<file path="src/serial_adc_pkg.sv">
/*
 * Shared constants, state type and channel decoder for the serial converter interface.
 * Assumes a single 20 MHz system clock; all link timing is counted in its cycles.
 */
package serial_adc_pkg;

    // ------------------------------------------------------------------
    // Clock and timing
    // ------------------------------------------------------------------
    localparam int CLK_PERIOD_NS = 50;
    localparam int DESELECT_NS = 250;
    localparam int DESELECT_RAW = (DESELECT_NS + CLK_PERIOD_NS - 1) / CLK_PERIOD_NS;
    localparam int DESELECT_CYC = (DESELECT_RAW < 1) ? 1 : DESELECT_RAW;
    localparam int DESEL_W = 8;

    // ------------------------------------------------------------------
    // Widths and bit positions
    // ------------------------------------------------------------------
    localparam int RESULT_W = 8;
    localparam int CNT_W = 4;
    localparam int ADDR_W = 4;
    localparam logic [CNT_W-1:0] LAST_BIT = 4'h7;
    localparam logic [CNT_W-1:0] LSB_DONE = 4'h8;
    localparam logic [CNT_W-1:0] FIRST_LSB_NEXT = 4'h1;
    localparam logic [RESULT_W-1:0] SAR_FIRST_TRIAL = 8'h80;

    // Index of each pin inside the synchroniser vector.
    localparam int SYNC_W = 5;
    localparam int PIN_SCLK = 0;
    localparam int PIN_SEL_N = 1;
    localparam int PIN_DIN = 2;
    localparam int PIN_SHIFT_EN_N = 3;
    localparam int PIN_CMP = 4;

    // Channel codes for the fixed single-pair variant and the common input.
    localparam logic [2:0] FIXED_POS = 3'h0;
    localparam logic [2:0] FIXED_NEG = 3'h1;
    localparam logic [2:0] COM_NEG = 3'h0;

    // ------------------------------------------------------------------
    // Sequencer states
    // ------------------------------------------------------------------
    typedef enum logic [2:0] {
        WAIT_START,
        SHIFT_ADDR,
        SETTLE,
        CONVERT,
        FINISH,
        LSB_OUT,
        HOLD_LOW
    } state_t;

    // Length of the channel assignment word for a given channel count.
    function automatic int addr_bits(input int n_chan);
        case (n_chan)
            2: return 2;
            4: return 3;
            8: return 4;
            default: return 0;
        endcase
    endfunction : addr_bits

    // Returns {single_ended, positive channel, negative channel}.
    function automatic logic [6:0] mux_decode(input logic [ADDR_W-1:0] a, input int ab);
        logic single;
        logic odd;
        logic [1:0] sel;
        logic [2:0] pos;
        logic [2:0] neg;
        single = 1'b0;
        odd = 1'b0;
        sel = 2'h0;
        pos = FIXED_POS;
        neg = FIXED_NEG;
        if (ab >= 2)
        begin
            single = a[ab-1];
            odd = a[ab-2];
            if (ab == 4)
            begin
                sel = a[1:0];
            end
            else if (ab == 3)
            begin
                sel = {1'b0, a[0]};
            end
            pos = {sel, odd};
            neg = single ? COM_NEG : {sel, ~odd};
        end
        return {single, pos, neg};
    endfunction : mux_decode

endpackage : serial_adc_pkg

</file>
<file path="src/pin_sync.sv">
/*
 * Two-flop synchroniser with edge pulses for a vector of asynchronous pins.
 * Assumes every bit is unrelated to mclk_i; edges are one-cycle pulses on mclk_i.
 */
`timescale 1ns/100ps
module pin_sync #(
    parameter int WIDTH = 1
) (
    input wire logic mclk_i,
    input wire logic nrst_i,
    input wire logic [WIDTH-1:0] pin_i,
    output logic [WIDTH-1:0] level_o,
    output logic [WIDTH-1:0] rise_o,
    output logic [WIDTH-1:0] fall_o
);

    localparam int WARM_W = 3;

    // Edges stay masked until the history flop holds a real sample, so the reset
    // value can never pose as an edge on a pin that idles high.
    logic [WARM_W-1:0] warm_q;

    always_ff @(posedge mclk_i or negedge nrst_i)
    begin
        if (!nrst_i)
        begin
            warm_q <= '0;
        end
        else
        begin
            warm_q <= {warm_q[WARM_W-2:0], 1'b1};
        end
    end

    genvar g;
    generate
        for (g = 0; g < WIDTH; g++)
        begin : gen_bit
            logic meta_q;
            logic sync_q;
            logic prev_q;

            always_ff @(posedge mclk_i or negedge nrst_i)
            begin
                if (!nrst_i)
                begin
                    meta_q <= 1'b0;
                    sync_q <= 1'b0;
                    prev_q <= 1'b0;
                end
                else
                begin
                    meta_q <= pin_i[g];
                    sync_q <= meta_q;
                    prev_q <= sync_q;
                end
            end

            assign level_o[g] = sync_q;
            assign rise_o[g] = sync_q & ~prev_q & warm_q[WARM_W-1];
            assign fall_o[g] = ~sync_q & prev_q & warm_q[WARM_W-1];
        end
    endgenerate

endmodule : pin_sync

</file>
<file path="src/sar_core.sv">
/*
 * Successive-approximation register and the output shift register it loads.
 * Assumes the comparator input is already synchronised and settled for the trial code.
 */
`timescale 1ns/100ps
module sar_core
    import serial_adc_pkg::*;
(
    input wire logic mclk_i,
    input wire logic nrst_i,
    input wire logic clear_i,
    input wire logic start_i,
    input wire logic decide_i,
    input wire logic [CNT_W-1:0] bit_idx_i,
    input wire logic cmp_i,
    input wire logic load_i,
    output logic [RESULT_W-1:0] trial_o,
    output logic [RESULT_W-1:0] shift_o
);

    logic [RESULT_W-1:0] trial_q;
    logic [RESULT_W-1:0] shift_q;
    logic [2:0] pos;

    assign pos = 3'(LAST_BIT - bit_idx_i);

    always_ff @(posedge mclk_i or negedge nrst_i)
    begin
        if (!nrst_i)
        begin
            trial_q <= '0;
        end
        else if (clear_i || start_i)
        begin
            trial_q <= clear_i ? '0 : SAR_FIRST_TRIAL;
        end
        else if (decide_i)
        begin
            // A low comparator clears the trial bit to zero, so a reversed input pair ends as all zeros.
            trial_q[pos] <= cmp_i;
            if (pos != 3'h0)
            begin
                trial_q[pos - 3'h1] <= 1'b1;
            end
        end
    end

    always_ff @(posedge mclk_i or negedge nrst_i)
    begin
        if (!nrst_i)
        begin
            shift_q <= '0;
        end
        else if (clear_i)
        begin
            shift_q <= '0;
        end
        else if (load_i)
        begin
            shift_q <= trial_q;
        end
    end

    assign trial_o = trial_q;
    assign shift_o = shift_q;

endmodule : sar_core

</file>
<file path="src/serial_adc_if.sv">
/*
 * Serial control and data interface of an 8-bit successive-approximation converter with input multiplexer.
 * Assumes the link clock, select, data-in, shift-enable and comparator arrive asynchronously to mclk_i.
 */
`timescale 1ns/100ps
module serial_adc_if
    import serial_adc_pkg::*;
#(
    parameter int N_CHAN = 8
) (
    input wire logic mclk_i,
    input wire logic nrst_i,
    input wire logic sclk_i,
    input wire logic select_n_i,
    input wire logic serial_in_i,
    input wire logic shift_en_n_i,
    input wire logic cmp_i,
    output logic serial_out_o,
    output logic serial_out_oe_o,
    output logic conv_status_o,
    output logic [RESULT_W-1:0] dac_code_o,
    output logic single_end_o,
    output logic [2:0] pos_chan_o,
    output logic [2:0] neg_chan_o
);

    localparam int AB = addr_bits(N_CHAN);
    localparam bit HAS_SHIFT_EN = (N_CHAN == 8);
    localparam bit ONE_CHAN = (N_CHAN == 1);
    localparam logic [CNT_W-1:0] ADDR_LAST = CNT_W'((AB > 0) ? AB - 1 : 0);
    localparam logic [DESEL_W-1:0] DESEL_MAX = DESEL_W'(DESELECT_CYC);

    // ------------------------------------------------------------------
    // Pin synchronisation
    // ------------------------------------------------------------------
    logic [SYNC_W-1:0] pins;
    logic [SYNC_W-1:0] lvl;
    logic [SYNC_W-1:0] rise;
    logic [SYNC_W-1:0] fall;

    assign pins = {cmp_i, shift_en_n_i, serial_in_i, select_n_i, sclk_i};

    pin_sync #(
        .WIDTH(SYNC_W)
    ) u_sync (
        .mclk_i(mclk_i),
        .nrst_i(nrst_i),
        .pin_i(pins),
        .level_o(lvl),
        .rise_o(rise),
        .fall_o(fall)
    );

    logic sel_n;
    logic din;
    logic cmp;
    logic shift_en_n;
    logic clk_rise;
    logic clk_fall;

    assign sel_n = lvl[PIN_SEL_N];
    assign din = lvl[PIN_DIN];
    assign cmp = lvl[PIN_CMP];
    assign shift_en_n = lvl[PIN_SHIFT_EN_N];
    // Link edges only count while selected.
    assign clk_rise = rise[PIN_SCLK] & ~sel_n;
    assign clk_fall = fall[PIN_SCLK] & ~sel_n;

    // ------------------------------------------------------------------
    // Deselect clear
    // ------------------------------------------------------------------
    logic [DESEL_W-1:0] desel_q;
    logic clear;

    // Clock and select both high for the deselect time clears everything except the channel selection outputs.
    assign clear = sel_n && (desel_q == DESEL_MAX);

    always_ff @(posedge mclk_i or negedge nrst_i)
    begin
        if (!nrst_i)
        begin
            desel_q <= '0;
        end
        else if (!(sel_n && lvl[PIN_SCLK]))
        begin
            desel_q <= '0;
        end
        else if (desel_q != DESEL_MAX)
        begin
            desel_q <= desel_q + DESEL_W'(1);
        end
    end

    // ------------------------------------------------------------------
    // Sequencer
    // ------------------------------------------------------------------
    state_t st_q;
    logic [CNT_W-1:0] cnt_q;
    logic [ADDR_W-1:0] addr_q;
    logic [RESULT_W-1:0] shift_bits;
    logic lsb_step;

    assign lsb_step = clk_fall && (!HAS_SHIFT_EN || !shift_en_n);

    always_ff @(posedge mclk_i or negedge nrst_i)
    begin
        if (!nrst_i)
        begin
            st_q <= WAIT_START;
            cnt_q <= '0;
        end
        else if (clear)
        begin
            st_q <= WAIT_START;
            cnt_q <= '0;
        end
        else
        begin
            case (st_q)
                WAIT_START:
                begin
                    if (clk_rise && din)
                    begin
                        st_q <= ONE_CHAN ? SETTLE : SHIFT_ADDR;
                        cnt_q <= '0;
                    end
                end
                SHIFT_ADDR:
                begin
                    if (clk_rise)
                    begin
                        cnt_q <= cnt_q + CNT_W'(1);
                        if (cnt_q == ADDR_LAST)
                        begin
                            st_q <= SETTLE;
                        end
                    end
                end
                SETTLE:
                begin
                    if (clk_fall)
                    begin
                        st_q <= CONVERT;
                        cnt_q <= '0;
                    end
                end
                CONVERT:
                begin
                    if (clk_fall)
                    begin
                        cnt_q <= cnt_q + CNT_W'(1);
                        if (cnt_q == LAST_BIT)
                        begin
                            st_q <= FINISH;
                        end
                    end
                end
                FINISH:
                begin
                    if (clk_rise)
                    begin
                        st_q <= LSB_OUT;
                        // The single-channel part skips straight to the low tail.
                        cnt_q <= ONE_CHAN ? LSB_DONE : FIRST_LSB_NEXT;
                    end
                end
                LSB_OUT:
                begin
                    if (lsb_step)
                    begin
                        if (cnt_q == LSB_DONE)
                        begin
                            st_q <= HOLD_LOW;
                        end
                        else
                        begin
                            cnt_q <= cnt_q + CNT_W'(1);
                        end
                    end
                end
                HOLD_LOW:
                begin
                    st_q <= HOLD_LOW;
                end
                default:
                begin
                    st_q <= WAIT_START;
                end
            endcase
        end
    end

    // Address register only moves while addressing; data in is ignored afterwards.
    always_ff @(posedge mclk_i or negedge nrst_i)
    begin
        if (!nrst_i)
        begin
            addr_q <= '0;
        end
        else if (clear || (st_q == WAIT_START))
        begin
            addr_q <= '0;
        end
        else if ((st_q == SHIFT_ADDR) && clk_rise)
        begin
            addr_q <= {addr_q[ADDR_W-2:0], din};
        end
    end

    // ------------------------------------------------------------------
    // Channel selection
    // ------------------------------------------------------------------
    logic [6:0] mux;

    assign mux = mux_decode(addr_q, AB);

    always_ff @(posedge mclk_i or negedge nrst_i)
    begin
        if (!nrst_i)
        begin
            single_end_o <= 1'b0;
            pos_chan_o <= FIXED_POS;
            neg_chan_o <= FIXED_NEG;
        end
        else if ((st_q == SETTLE) && clk_fall && !clear)
        begin
            // Fresh setup every conversion: single-ended or adjacent pair.
            single_end_o <= mux[6];
            pos_chan_o <= mux[5:3];
            neg_chan_o <= mux[2:0];
        end
    end

    // ------------------------------------------------------------------
    // Approximation and output shift registers
    // ------------------------------------------------------------------
    sar_core u_sar (
        .mclk_i(mclk_i),
        .nrst_i(nrst_i),
        .clear_i(clear),
        .start_i((st_q == SETTLE) && clk_fall),
        .decide_i((st_q == CONVERT) && clk_fall),
        .bit_idx_i(cnt_q),
        .cmp_i(cmp),
        .load_i((st_q == FINISH) && clk_rise),
        .trial_o(dac_code_o),
        .shift_o(shift_bits)
    );

    // ------------------------------------------------------------------
    // Serial output and status
    // ------------------------------------------------------------------
    always_ff @(posedge mclk_i or negedge nrst_i)
    begin
        if (!nrst_i)
        begin
            conv_status_o <= 1'b0;
        end
        else if (clear)
        begin
            conv_status_o <= 1'b0;
        end
        else if ((st_q == SETTLE) && clk_fall)
        begin
            conv_status_o <= 1'b1;
        end
        else if ((st_q == FINISH) && clk_rise)
        begin
            conv_status_o <= 1'b0;
        end
    end

    always_ff @(posedge mclk_i or negedge nrst_i)
    begin
        if (!nrst_i)
        begin
            serial_out_o <= 1'b0;
            serial_out_oe_o <= 1'b0;
        end
        else if (sel_n || clear)
        begin
            serial_out_o <= 1'b0;
            serial_out_oe_o <= 1'b0;
        end
        else if ((st_q == SETTLE) && clk_fall)
        begin
            serial_out_o <= 1'b0;
            serial_out_oe_o <= 1'b1;
        end
        else if ((st_q == CONVERT) && clk_fall)
        begin
            serial_out_o <= cmp;
        end
        else if ((st_q == LSB_OUT) && lsb_step)
        begin
            serial_out_o <= (cnt_q == LSB_DONE) ? 1'b0 : shift_bits[cnt_q[2:0]];
        end
    end

    // ------------------------------------------------------------------
    // Checks
    // ------------------------------------------------------------------
    start_wait_a: assert property (@(posedge mclk_i) disable iff (!nrst_i)
        (st_q == WAIT_START && clk_rise && !din && !clear) |=> (st_q == WAIT_START))
        else $error("Zero on data in left the start wait.");

    addr_frozen_a: assert property (@(posedge mclk_i) disable iff (!nrst_i)
        (st_q == CONVERT && !clear) |=> $stable(addr_q) && $stable(pos_chan_o))
        else $error("Address changed during conversion.");

    status_rise_a: assert property (@(posedge mclk_i) disable iff (!nrst_i)
        (st_q == SETTLE && clk_fall && !clear) |=> conv_status_o && serial_out_oe_o && (st_q == CONVERT))
        else $error("Settling did not raise status and output enable.");

    lead_zero_a: assert property (@(posedge mclk_i) disable iff (!nrst_i)
        $rose(serial_out_oe_o) |-> !serial_out_o && conv_status_o)
        else $error("Output enabled without a leading zero.");

    msb_bit_a: assert property (@(posedge mclk_i) disable iff (!nrst_i)
        (st_q == CONVERT && clk_fall && !sel_n && !clear) |=> (serial_out_o == $past(cmp)))
        else $error("Decided bit not driven on data out.");

    status_fall_a: assert property (@(posedge mclk_i) disable iff (!nrst_i)
        (st_q == FINISH && clk_rise && !clear) |=> !conv_status_o ##0 (dac_code_o == $past(dac_code_o)))
        else $error("Status did not drop at the end of conversion.");

    shift_hold_a: assert property (@(posedge mclk_i) disable iff (!nrst_i)
        (HAS_SHIFT_EN && st_q == LSB_OUT && shift_en_n && !sel_n && !clear) |=> $stable(serial_out_o))
        else $error("Data out moved while shift enable was high.");

    low_tail_a: assert property (@(posedge mclk_i) disable iff (!nrst_i)
        (st_q == HOLD_LOW && !sel_n) [*2] |-> !serial_out_o && serial_out_oe_o)
        else $error("Data out not held low after output.");

    release_a: assert property (@(posedge mclk_i) disable iff (!nrst_i)
        sel_n |=> !serial_out_oe_o)
        else $error("Data out driven while deselected.");

    clear_all_a: assert property (@(posedge mclk_i) disable iff (!nrst_i)
        clear |=> (st_q == WAIT_START) && !conv_status_o && (dac_code_o == '0) && (addr_q == '0))
        else $error("Deselect did not clear the registers.");

endmodule : serial_adc_if

</file>
<file path="config.mk">
export PLATFORM = sky130hd
export DESIGN_NAME = serial_adc_if
export DESIGN_NICKNAME = d
export VERILOG_FILES = /design/src/serial_adc_pkg.sv /design/src/pin_sync.sv /design/src/sar_core.sv /design/src/serial_adc_if.sv
export SDC_FILE = /design/constraint.sdc
export NUM_CORES = 1
export LEC_CHECK = 0
export ABC_AREA = 1
export BUFFER_PORTS_ARGS = -buffer_cell sky130_fd_sc_hd__buf_2
export CAP_MARGIN = 10
export CORE_MARGIN = 5
export CORE_UTILIZATION = 49
export DETAILED_ROUTE_END_ITERATION = 8
export GPL_TIMING_DRIVEN = 0
export PLACE_DENSITY_LB_ADDON = 0.05
export REMOVE_ABC_BUFFERS = 1
export SETUP_SLACK_MARGIN = 0.5
export SYNTH_ARGS = -nofsm -noshare
export SYNTH_HDL_FRONTEND = slang
export SYNTH_HIERARCHICAL = 1
export SYNTH_SLANG_ARGS = --single-unit
export TNS_END_PERCENT = 1
</file>
<file path="constraint.sdc">
create_clock -name mclk_i -period 4.3 [get_ports mclk_i]
set_input_delay 0.43 -clock mclk_i [delete_from_list [all_inputs] [get_ports mclk_i]]
set_output_delay 0.43 -clock mclk_i [all_outputs]
set_load 0.005 [all_outputs]
</file>
==> summary.txt, run 1 <==
FINISH
---------------------------------------------------------------------------------
Leading cell type in the layout, fill and taps excluded                   nand2_1
Core Util, Final                                                           56.72%
Area of all placed cells without fillers                                 3378 µm²
Share of post-route cells with drive strength above 1                      17.91%
Number of fill cells                                                          586
Count of inserted antenna diode cells                                           0
Register cell area after layout                                          1478 µm²
Growth of design area from synthesis to finish                             12.03%
Combined area of the multi-input logic cells                             1265 µm²
Most frequent cells in the layout                                    103 x nand2_1, 58 x dfrtp_1, 39 x inv_1
Final Net Count                                                               410

TIMING
---------------------------------------------------------------------------------
Fin crit share                                                             48.80%
Final-report hold violation count                                               0
Setup repair after global routing missed its margin                            no
Max Slew Vio Count                                                              0
Highest achievable clock rate                                           476.5 MHz
Slew at the pin closest to its max-slew limit                           0.6822 ns
Total negative slack                                                         0 ns
Final period demand of the worst path                                    2.098 ns
Worst clock skew on the final layout                                  0.007169 ns
Max-Slew Margin vs Limit                                                   54.52%
Worst hold margin                                                       0.1334 ns
Final count of negative-setup-slack endpoints                                   0

LOGIC SYNTHESIS
---------------------------------------------------------------------------------
Yosys warning total                                                             6
Average instance area after synthesis                                   8.106 µm²
Syn Std Cell Area                                                        3015 µm²
Gate count after technology mapping                                           372

CTS
---------------------------------------------------------------------------------
Source-to-sink clock delay at the later pin of the worst-skew pair        0.34 ns
Maximum count of clock buffers along a single path                              2
Clock root cell                                                          clkbuf_8
# resized after CTS                                                             0
Postcts setup bufs                                                              0
Number of buffers added by the clock tree synthesis step                        9
Clk pin slew, worst setup/hold paths                                      0.07 ns
Number of levels the H-tree was split into                                      3
CTS tree                                                                    built
Clock sink total                                                               59
Post-cts hold buffer count                                                      0

DIE
---------------------------------------------------------------------------------
Effective utilization at floorplan                                         50.63%
Number of core rows                                                            28
Ports placed on the boundary                                                   25
Chip Width                                                               88.45 µm
Placeable core region                                                    5956 µm²
Die area                                                                 7823 µm²
Die height                                                               88.45 µm

WORST SETUP PATH
---------------------------------------------------------------------------------
Stage delay of the slowest cell on the critical path                      0.43 ns
Worst EP arrival                                                          2.32 ns
Critical path's most frequent cell                                        nand2_1
Critical Path Fanout Max                                                       11
Endpoint kind of the worst setup timing path                            flip-flop
Cell with the largest stage delay on the worst path                       dfrtp_1
Worst path cell trace                                                ha_1, nand3_1, nor2_2, nand2_1, inv_1, inv_2, nand2_2, nor2_4, nor2_1, o21ai_1, nand2_1
Worst setup path class                                               flip-flop to flip-flop
Worst path required time                                                  4.53 ns
Worst-case register-to-register setup slack                               2.20 ns
Worst Setup Start Kind                                                  flip-flop

GRT
---------------------------------------------------------------------------------
Grt ovf                                                                         0
First-pass GRT wire length                                              10,670 µm
Via count of the first global-routing pass                                  2,316
GRT Resource Usage Total                                                   17.80%
Initial antenna violation count                                                 0
Largest net degree at the start of global routing                              31

POWER AND IR DROP
---------------------------------------------------------------------------------
Final Power                                                              1.789 mW
Pwr per Cell Area                                                    529.5 nW/µm²
LEAKAGE                                                                  1.748 nW
Worst IR Drop VDD                                                     0.0003633 V

PLACE
---------------------------------------------------------------------------------
DP HPWL                                                                   4291 µm
Routability congestion estimate                                            0.8907
Cell Area, Placed                                                        3159 µm²
Port Buffer Count                                                              24

ROUTING
---------------------------------------------------------------------------------
Pre-antenna DRT Iters                                                           5
Via total after detailed routing                                            2,382
Final Routed Wirelength                                                   5996 µm
Residual DRC                                                                    0
Violation count after the first detailed-route iteration                      123
Antenna Nets Post-Route                                                         0
Mean routed wirelength per cell                                          12.57 µm
Average vias per placed instance                                            4.994

RUN STATUS
---------------------------------------------------------------------------------
Run status                                                           finished clean

MIN PATH
---------------------------------------------------------------------------------
Min-delay worst type                                                 input port to asynchronous set/reset pin

FLOW RUN
---------------------------------------------------------------------------------
Maximum capacitance violations                                                  0

power by group:
part | total (mW) | leakage (nW) | internal, mW | switching (mW)
Combinational | 0.518 | 0.861 | 0.193 | 0.326
Sequential | 0.710 | 0.778 | 0.619 | 0.0912
Clock | 0.560 | 0.109 | 0.340 | 0.220
Total | 1.79 | 1.75 | 1.15 | 0.637
final timing paths:
| kind | from | endpoint | cells after the start |
|---|---|---|---|
| max in group asynchronous | nrst_i | addr_q[2] | 2 |
| max reg2reg | desel_q[0] | u_sar/trial_o[7] | 11 |
| min reg2reg | u_sync/gen_bit[0].meta_q | u_sync/gen_bit[0].sync_q | 0 |
| min | nrst_i | desel_q[4] | 1 |
| min in group mclk_i | cmp_i | u_sync/gen_bit[4].meta_q | 1 |
| max | desel_q[0] | u_sar/trial_o[7] | 11 |
per-stage QoR:
step	cells	setup slack (ns)
after floorplan	361	2.550
final	477	2.202
after global routing	477	2.008
after global placement	460	2.230
after CTS	477	2.193
after detailed placement	461	2.211
critical path, delay by kind of cell (launching register included):
family                     cells  cell delay [ns]
and+or+nand+nor                7             0.89
DFF                            1             0.43
buffers and inverters          2             0.37
adders and majority gates      1             0.21
AOI/OAI and AO/OA              1             0.08
layer usage:
metal	up-vias	global-route usage (%)	share of wire, %
li1	1225	-	-
met1	1097	24.27	50
met2	48	26.51	44
met3	12	5.307	4.1
met4	0	7.418	1.6
met5	-	0	0
flip-flops by register name, indices dropped and copies added, names as in the netlist:
name	flops
u_sar/shift_o	8
pos_chan_o	3
desel_q	8
u_sync/gen_bit.prev_q	1
cnt_q	4
u_sync/gen_bit.meta_q	5
single_end_o	1
u_sar/trial_o	8
serial_out_oe_o	1
addr_q	4
conv_status_o	1
neg_chan_o	3
u_sync/gen_bit.sync_q	5
serial_out_o	1
u_sync/warm_q	3
st_q	3
area by class of cell:
cell class	instances	share of cell area, %
Multi-Input combinational cell	254	37.44
Clock buffer	11	4.185
Sequential cell	59	43.74
Tap cell	75	2.778
Timing Repair Buffer	25	4.148
Inverter	48	5.407
Clock inverter	5	2.296
Note: power is estimated with default switching activity, not from simulation.
==> run 2: changes to the inputs <==
--- a/config.mk
+++ b/config.mk
@@ -5,7 +5,7 @@
 export SDC_FILE = /design/constraint.sdc
 export NUM_CORES = 1
 export LEC_CHECK = 0
-export ABC_AREA = 1
+export ABC_AREA = 0
 export BUFFER_PORTS_ARGS = -buffer_cell sky130_fd_sc_hd__buf_2
 export CAP_MARGIN = 10
 export CORE_MARGIN = 5
==> constraint.sdc (replaced) <==
create_clock -name mclk_i -period 1.8 [get_ports mclk_i]
set_input_delay 0.18 -clock mclk_i [delete_from_list [all_inputs] [get_ports mclk_i]]
set_output_delay 0.18 -clock mclk_i [all_outputs]
set_load 0.005 [all_outputs]
==> run 2 against run 1 <==
  * The run now ends with negative setup slack left
  * First-iteration DRC count increased by 23%
  * Clock power grew 130%
  * Count of clock-buffer cells in the layout increased by 1
  * Hold slack better by 0.20 ns
  * Non-clock buffer count grew 25
  * Flip-flop and latch count unchanged
  * Combinational power is 99% higher
  * Cell count is 16% lower
  * Setup slack got worse by 2.3 ns
  * Global-route usage is 1.1 points higher
  * Power up 120%
  * Sequential power up 130%
  * Highest routed layer unchanged
==> summary.txt, run 2 <==
FINISH
---------------------------------------------------------------------------------
Leading cell type in the layout, fill and taps excluded                   dfrtp_1
Final Net Count                                                               336   -18%
Share of post-route cells with drive strength above 1                      32.62%   +15 points
Growth of design area from synthesis to finish                             25.85%
Most frequent cells in the layout                                    52 x dfrtp_1, 27 x nor2_1, 26 x buf_2
Area of all placed cells without fillers                                 3655 µm²   +8.2%
Count of inserted antenna diode cells                                           0   unchanged
Core Util, Final                                                           62.47%   +5.7 points

TIMING
---------------------------------------------------------------------------------
Worst clock skew on the final layout                                  0.003878 ns   -0.003292 ns
Slew at the pin closest to its max-slew limit                           0.6124 ns   -0.06987 ns
Max-Slew Margin vs Limit                                                   59.04%   +4.5 points
Final period demand of the worst path                                    1.855 ns   -0.2433 ns
Max Slew Vio Count                                                              0   unchanged
Final-report hold violation count                                               0   unchanged
Final count of negative-setup-slack endpoints                                   3   +3
Worst-case setup margin in the final layout                           -0.05523 ns   -2.257 ns
Fin crit share                                                             103.1%   +54 points
Highest achievable clock rate                                           539.0 MHz   +13%
Setup repair after global routing missed its margin                           yes

CTS
---------------------------------------------------------------------------------
Clock root cell                                                          clkbuf_8
CTS tree                                                                    built
Clk pin slew, worst setup/hold paths                                      0.07 ns   about the same
Source-to-sink clock delay at the later pin of the worst-skew pair        0.33 ns   about the same
Number of levels the H-tree was split into                                      3   unchanged
Clock sink total                                                               59   unchanged
Number of buffers added by the clock tree synthesis step                        9   unchanged
Maximum count of clock buffers along a single path                              2   unchanged

LOGIC SYNTHESIS
---------------------------------------------------------------------------------
Average instance area after synthesis                                   10.45 µm²   +29%
Yosys warning total                                                             6   unchanged
Gate count after technology mapping                                           278   -25%
Syn Std Cell Area                                                        2904 µm²   -3.7%

GRT
---------------------------------------------------------------------------------
First-pass GRT wire length                                              11,040 µm   +3.5%
GRT Resource Usage Total                                                   18.88%   +1.1 points
Initial antenna violation count                                                 0   unchanged
Grt ovf                                                                         0   unchanged
Via count of the first global-routing pass                                  2,268   -2.1%
Largest net degree at the start of global routing                              41   +32%

ROUTING
---------------------------------------------------------------------------------
Average vias per placed instance                                            5.576   +12%
Pre-antenna DRT Iters                                                           4   -1
Residual DRC                                                                    0   unchanged
Mean routed wirelength per cell                                          16.12 µm   +28%
Via total after detailed routing                                            2,247   -5.7%
Antenna Nets Post-Route                                                         0   unchanged
Violation count after the first detailed-route iteration                      151   +23%
Final Routed Wirelength                                                   6497 µm   +8.4%

WORST SETUP PATH
---------------------------------------------------------------------------------
Critical Path Fanout Max                                                        2   -9
Worst setup path class                                               flip-flop to flip-flop
Endpoint kind of the worst setup timing path                            flip-flop
Worst path required time                                                  2.05 ns   -2.48 ns
Worst EP arrival                                                          2.11 ns   -0.21 ns
Worst Setup Start Kind                                                  flip-flop

DIE
---------------------------------------------------------------------------------
Placeable core region                                                    5851 µm²   -1.8%
Die height                                                               86.99 µm   -1.7%
Effective utilization at floorplan                                         49.64%   -0.99 points
Chip Width                                                               86.99 µm   -1.7%
Ports placed on the boundary                                                   25   unchanged
Number of core rows                                                            28   unchanged
Die area                                                                 7566 µm²   -3.3%

PLACE
---------------------------------------------------------------------------------
DP HPWL                                                                   3885 µm   -9.5%
Port Buffer Count                                                              24   unchanged
Cell Area, Placed                                                        3067 µm²   -2.9%
Routability congestion estimate                                            0.7650   -14%

FLOW RUN
---------------------------------------------------------------------------------
Maximum capacitance violations                                                  0   unchanged

POWER AND IR DROP
---------------------------------------------------------------------------------
Pwr per Cell Area                                                     1074 nW/µm²   +100%
Worst IR Drop VDD                                                     0.0007016 V   +93%
LEAKAGE                                                                  1.703 nW   -2.6%

RUN STATUS
---------------------------------------------------------------------------------
Failing checks                                                       negative setup slack
Run status                                                           finished, violations left

MIN PATH
---------------------------------------------------------------------------------
Min-delay worst type                                                 input port to asynchronous set/reset pin

run 2: power by group:
group / switching (mW) / leakage (nW) / total, mW / internal [mW]
clock network: 0.519 / 0.108 / 1.27 / 0.747
logic: 0.576 / 0.825 / 1.03 / 0.455
registers: 0.182 / 0.770 / 1.63 / 1.45
run 2: layout make-up:
| type | count | area, µm² |
|---|---|---|
| Clock buffer | 12 | 165.2 |
| Fill cell | 471 | 2196 |
| Clock inverter | 4 | 47.55 |
| Timing Repair Buffer | 50 | 360.3 |
| Sequential cell | 59 | 1490 |
| Multi-Input combinational cell | 193 | 1458 |
| Inverter | 10 | 40.04 |
| Tap cell | 75 | 93.84 |
run 2: path summary, 6_finish.rpt:
| path | startpoint | to | slack [ns] | cells after the start |
|---|---|---|---|---|
| worst max-delay path | cnt_q[0] | cnt_q[3] | -0.06 | 7 |
| worst min-delay path | nrst_i | addr_q[2] | 0.34 | 2 |
| worst max register to register | cnt_q[0] | cnt_q[3] | -0.06 | 7 |
| worst min register to register | u_sync/gen_bit[2].meta_q | u_sync/gen_bit[2].sync_q | 0.35 | 0 |
| max in group asynchronous | nrst_i | u_sync/warm_q[1] | 0.90 | 3 |
| min in group mclk_i | u_sync/gen_bit[2].meta_q | u_sync/gen_bit[2].sync_q | 0.35 | 0 |
run 2: what timing repair did:
item | 4_1_cts | 5_1_grt
endpoints found under the setup margin | 41 | 41
pin swaps | 19 | 15
resized for setup | 36 | 13
hold endpoints to repair | 23 | 0
hold buffers | 6 | 0
setup buffers | 15 | 3
run 2: per-stage QoR:
step	setup WS (ns)	setup TNS (ns)	hold slack (ns)	cells	power, mW
global placement	-1.161	-25.67	0.2873	361	2.354
detailed placement	-0.7500	-8.605	0.1639	363	2.372
finish	-0.05523	-0.1026	0.3377	403	3.927
floorplan	-0.4254	-6.878	-0.1156	262	2.138
global route	-0.1266	-1.360	0.3617	403	4.139
CTS	-0.06149	-0.1371	0.3365	400	3.887
run 2: critical path, cell delays in order (launching register included):
cell and delay [ns]:
dfrtp_4 0.43, inv_4 0.04, ha_4 0.14, and4b_1 0.21, o21ai_2 0.19, o2111ai_4 0.14, or4_1 0.48, a31oi_1 0.14
run 2: metal layers:
layer  GRT usage (%)  routed length, µm  share of wire (%)
met3           3.217                226                3.5
met2           27.54               2974                 46
met5               0                  0                  0
met1           27.20               3187                 49
met4           9.065                108                1.7
==> run 3: changes to the inputs <==
--- a/config.mk
+++ b/config.mk
@@ -6,7 +6,7 @@
 export NUM_CORES = 1
 export LEC_CHECK = 0
 export ABC_AREA = 0
-export BUFFER_PORTS_ARGS = -buffer_cell sky130_fd_sc_hd__buf_2
+export BUFFER_PORTS_ARGS = -buffer_cell sky130_fd_sc_hd__buf_4
 export CAP_MARGIN = 10
 export CORE_MARGIN = 5
 export CORE_UTILIZATION = 49
==> run 3 against run 2 <==
  * The flow still finishes with violations (negative setup slack)
  * Wire length rose by 1.6%
  * Utilization grew 0.45 points
  * Global-route usage grew 0.44 points
  * Design area increased by 0.72%
  * Maximum frequency shrank 2.8%
  * Sequential power about the same
==> summary.txt, run 3 (synthesized netlist as in run 2, its figures left out) <==
PLACE
---------------------------------------------------------------------------------
DP HPWL                                                                   3829 µm   -1.4%
Routability congestion estimate                                            0.7496   -2.0%
Port Buffer Count                                                              24   unchanged
Pre-CTS setup slack                                                    -0.7327 ns   +0.01737 ns

FINISH
---------------------------------------------------------------------------------
Growth of design area from synthesis to finish                             26.76%
Most frequent cells in the layout                                    50 x dfrtp_1, 36 x buf_4, 24 x nor2_1
Leading cell type in the layout, fill and taps excluded                   dfrtp_1
Count of inserted antenna diode cells                                           0   unchanged
Share of post-route cells with drive strength above 1                      32.72%   +0.094 points
Final Net Count                                                               333   -0.89%

CTS
---------------------------------------------------------------------------------
Clock root cell                                                          clkbuf_8
CTS tree                                                                    built
Maximum count of clock buffers along a single path                              2   unchanged
Number of levels the H-tree was split into                                      3   unchanged
Clock sink total                                                               59   unchanged
Number of buffers added by the clock tree synthesis step                        9   unchanged
Source-to-sink clock delay at the later pin of the worst-skew pair        0.33 ns   about the same
Clk pin slew, worst setup/hold paths                                      0.07 ns   about the same

ROUTING
---------------------------------------------------------------------------------
Final Routed Wirelength                                                   6602 µm   +1.6%
Pre-antenna DRT Iters                                                           4   unchanged
Mean routed wirelength per cell                                          16.55 µm   +2.6%
Residual DRC                                                                    0   unchanged
Violation count after the first detailed-route iteration                      101   -33%
Via total after detailed routing                                            2,237   -0.45%
Average vias per placed instance                                            5.607   +0.55%
Antenna Nets Post-Route                                                         0   unchanged

WORST SETUP PATH
---------------------------------------------------------------------------------
Worst path required time                                                  2.05 ns   about the same
Worst Setup Start Kind                                                  flip-flop
Worst path cell trace                                                inv_2, ha_4, and4b_1, o21ai_2, o2111ai_4, buf_6, or3_1, a21oi_1
Critical R2R Capture                                                     cnt_q[2]
Worst EP arrival                                                          2.16 ns   +0.05 ns
Worst setup path class                                               flip-flop to flip-flop
Stage delay of the slowest cell on the critical path                      0.42 ns   -0.06 ns
Worst-case register-to-register setup slack                              -0.11 ns   -0.05 ns
Worst flop-to-flop path startpoint                                       cnt_q[0]
Critical Path Fanout Max                                                        6   +4
Endpoint kind of the worst setup timing path                            flip-flop
Cell with the largest stage delay on the worst path                       dfrtp_4
Depth of the worst register-to-register path                                    8   +1

MIN PATH
---------------------------------------------------------------------------------
End point of the worst hold path                                     u_sync/warm_q[2]
Min-delay worst type                                                 flip-flop to flip-flop
Instance count along the most critical hold path                                0
Hold Crit Start                                                      u_sync/warm_q[1]

FLOW RUN
---------------------------------------------------------------------------------
Maximum capacitance violations                                                  0   unchanged

GRT
---------------------------------------------------------------------------------
Initial antenna violation count                                                 0   unchanged
Grt ovf                                                                         0   unchanged
GRT Resource Usage Total                                                   19.32%   +0.44 points
Largest net degree at the start of global routing                              60   +46%
Via count of the first global-routing pass                                  2,249   -0.84%
First-pass GRT wire length                                              11,230 µm   +1.7%

TIMING
---------------------------------------------------------------------------------
Final period demand of the worst path                                    1.908 ns   +0.05290 ns
Max Slew Vio Count                                                              0   unchanged
Total negative slack                                                   -0.2579 ns   -0.1554 ns
Worst clock skew on the final layout                                  0.004709 ns   +0.0008315 ns
Setup repair after global routing missed its margin                           yes
Highest achievable clock rate                                           524.1 MHz   -2.8%
Final-report hold violation count                                               0   unchanged
Fin crit share                                                             106.0%   +2.9 points
Worst-case setup margin in the final layout                            -0.1081 ns   -0.05291 ns
Slew at the pin closest to its max-slew limit                           0.7335 ns   +0.1211 ns
Final count of negative-setup-slack endpoints                                   3   unchanged
Max-Slew Margin vs Limit                                                   51.10%   -7.9 points

POWER AND IR DROP
---------------------------------------------------------------------------------
LEAKAGE                                                                  1.666 nW   -2.2%
Final Power                                                              3.690 mW   -6.0%
Pwr per Cell Area                                                     1003 nW/µm²   -6.7%
Worst IR Drop VDD                                                     0.0005523 V   -21%

RUN STATUS
---------------------------------------------------------------------------------
Run status                                                           finished, violations left
Failing checks                                                       negative setup slack

DIE
---------------------------------------------------------------------------------
Ports placed on the boundary                                                   25   unchanged
Chip Width                                                               86.99 µm   unchanged
Number of core rows                                                            28   unchanged
Die area                                                                 7566 µm²   unchanged
Placeable core region                                                    5851 µm²   unchanged
Effective utilization at floorplan                                         49.64%   unchanged
Die height                                                               86.99 µm   unchanged

run 3: cell count changes in the layout (fill, tap and decap cells not counted), moves of 2 or more:
cell / delta
dfrtp_2: +2
buf_4: +23
o21ai_1: +3
buf_2: -25
clkbuf_8: -3
dfrtp_1: -2
nand2_1: -2
nand2_2: +2
o21ai_0: -3
nor2_4: +4
nor2_1: -3
run 3: how the worst max path moves through the flow:
| stage | end | startpoint | slack [ns] | cells past startpoint |
|---|---|---|---|---|
| floorplan | cnt_q[3] | cnt_q[0] | -0.43 | 7 |
| CTS | cnt_q[3] | cnt_q[0] | -0.06 | 7 |
| detailed placement | cnt_q[3] | cnt_q[0] | -0.73 | 7 |
| finish | cnt_q[2] | cnt_q[0] | -0.11 | 8 |
| global placement | u_sar/trial_o[1] | desel_q[4] | -1.10 | 6 |
| global route | cnt_q[3] | u_sync/gen_bit[0].sync_q | -0.16 | 6 |
run 3: metal layers:
metal,vias to the layer above,GRT usage [%],share of wire (%)
met5,-,0,0
met4,0,9.773,1.8
met3,13,3.406,4.0
met2,48,27.67,45
met1,1103,27.99,49
li1,1073,-,-
run 3: power breakdown:
part | leakage, nW | switching [mW] | internal, mW
clock network | 0.0819 | 0.515 | 0.486
logic | 0.818 | 0.589 | 0.463
registers | 0.767 | 0.188 | 1.45
run 3: through the flow:
step                      utilization (%)  std cells  hold slack [ns]  instance area [µm²]
after CTS                           61.63        397           0.3526                 3606
after global placement              52.72        361           0.2892                 3084
after detailed placement            53.10        362           0.2904                 3107
final                               62.92        399           0.3489                 3681
after floorplan                         -        262          -0.1156                 2810
after global routing                62.92        399           0.3633                 3681
run 3: cell type report:
| type | instances | area [µm²] |
|---|---|---|
| multi-input combinational | 193 | 1496 |
| clock buffer | 10 | 127.6 |
| clock inverter | 5 | 31.28 |
| fill | 487 | 2170 |
| inverter | 10 | 37.54 |
| timing repair buffer | 47 | 401.6 |
| sequential | 59 | 1493 |
| tap | 75 | 93.84 |
run 3: what timing repair did:
action                                 CTS  global route
hold buffers                             6             0
setup endpoints to repair               41            41
resized for setup                       46            16
endpoints found under the hold margin   63             0
buffers inserted                        14             2
pin swaps                               20            16
run 3: worst max-delay path, delay by kind of cell (launching register included):
kind,cells,cell delay (ns)
compound gates,3,0.50
buf+inv,2,0.21
flops,1,0.42
fa+ha+maj,1,0.15
simple gates,2,0.54
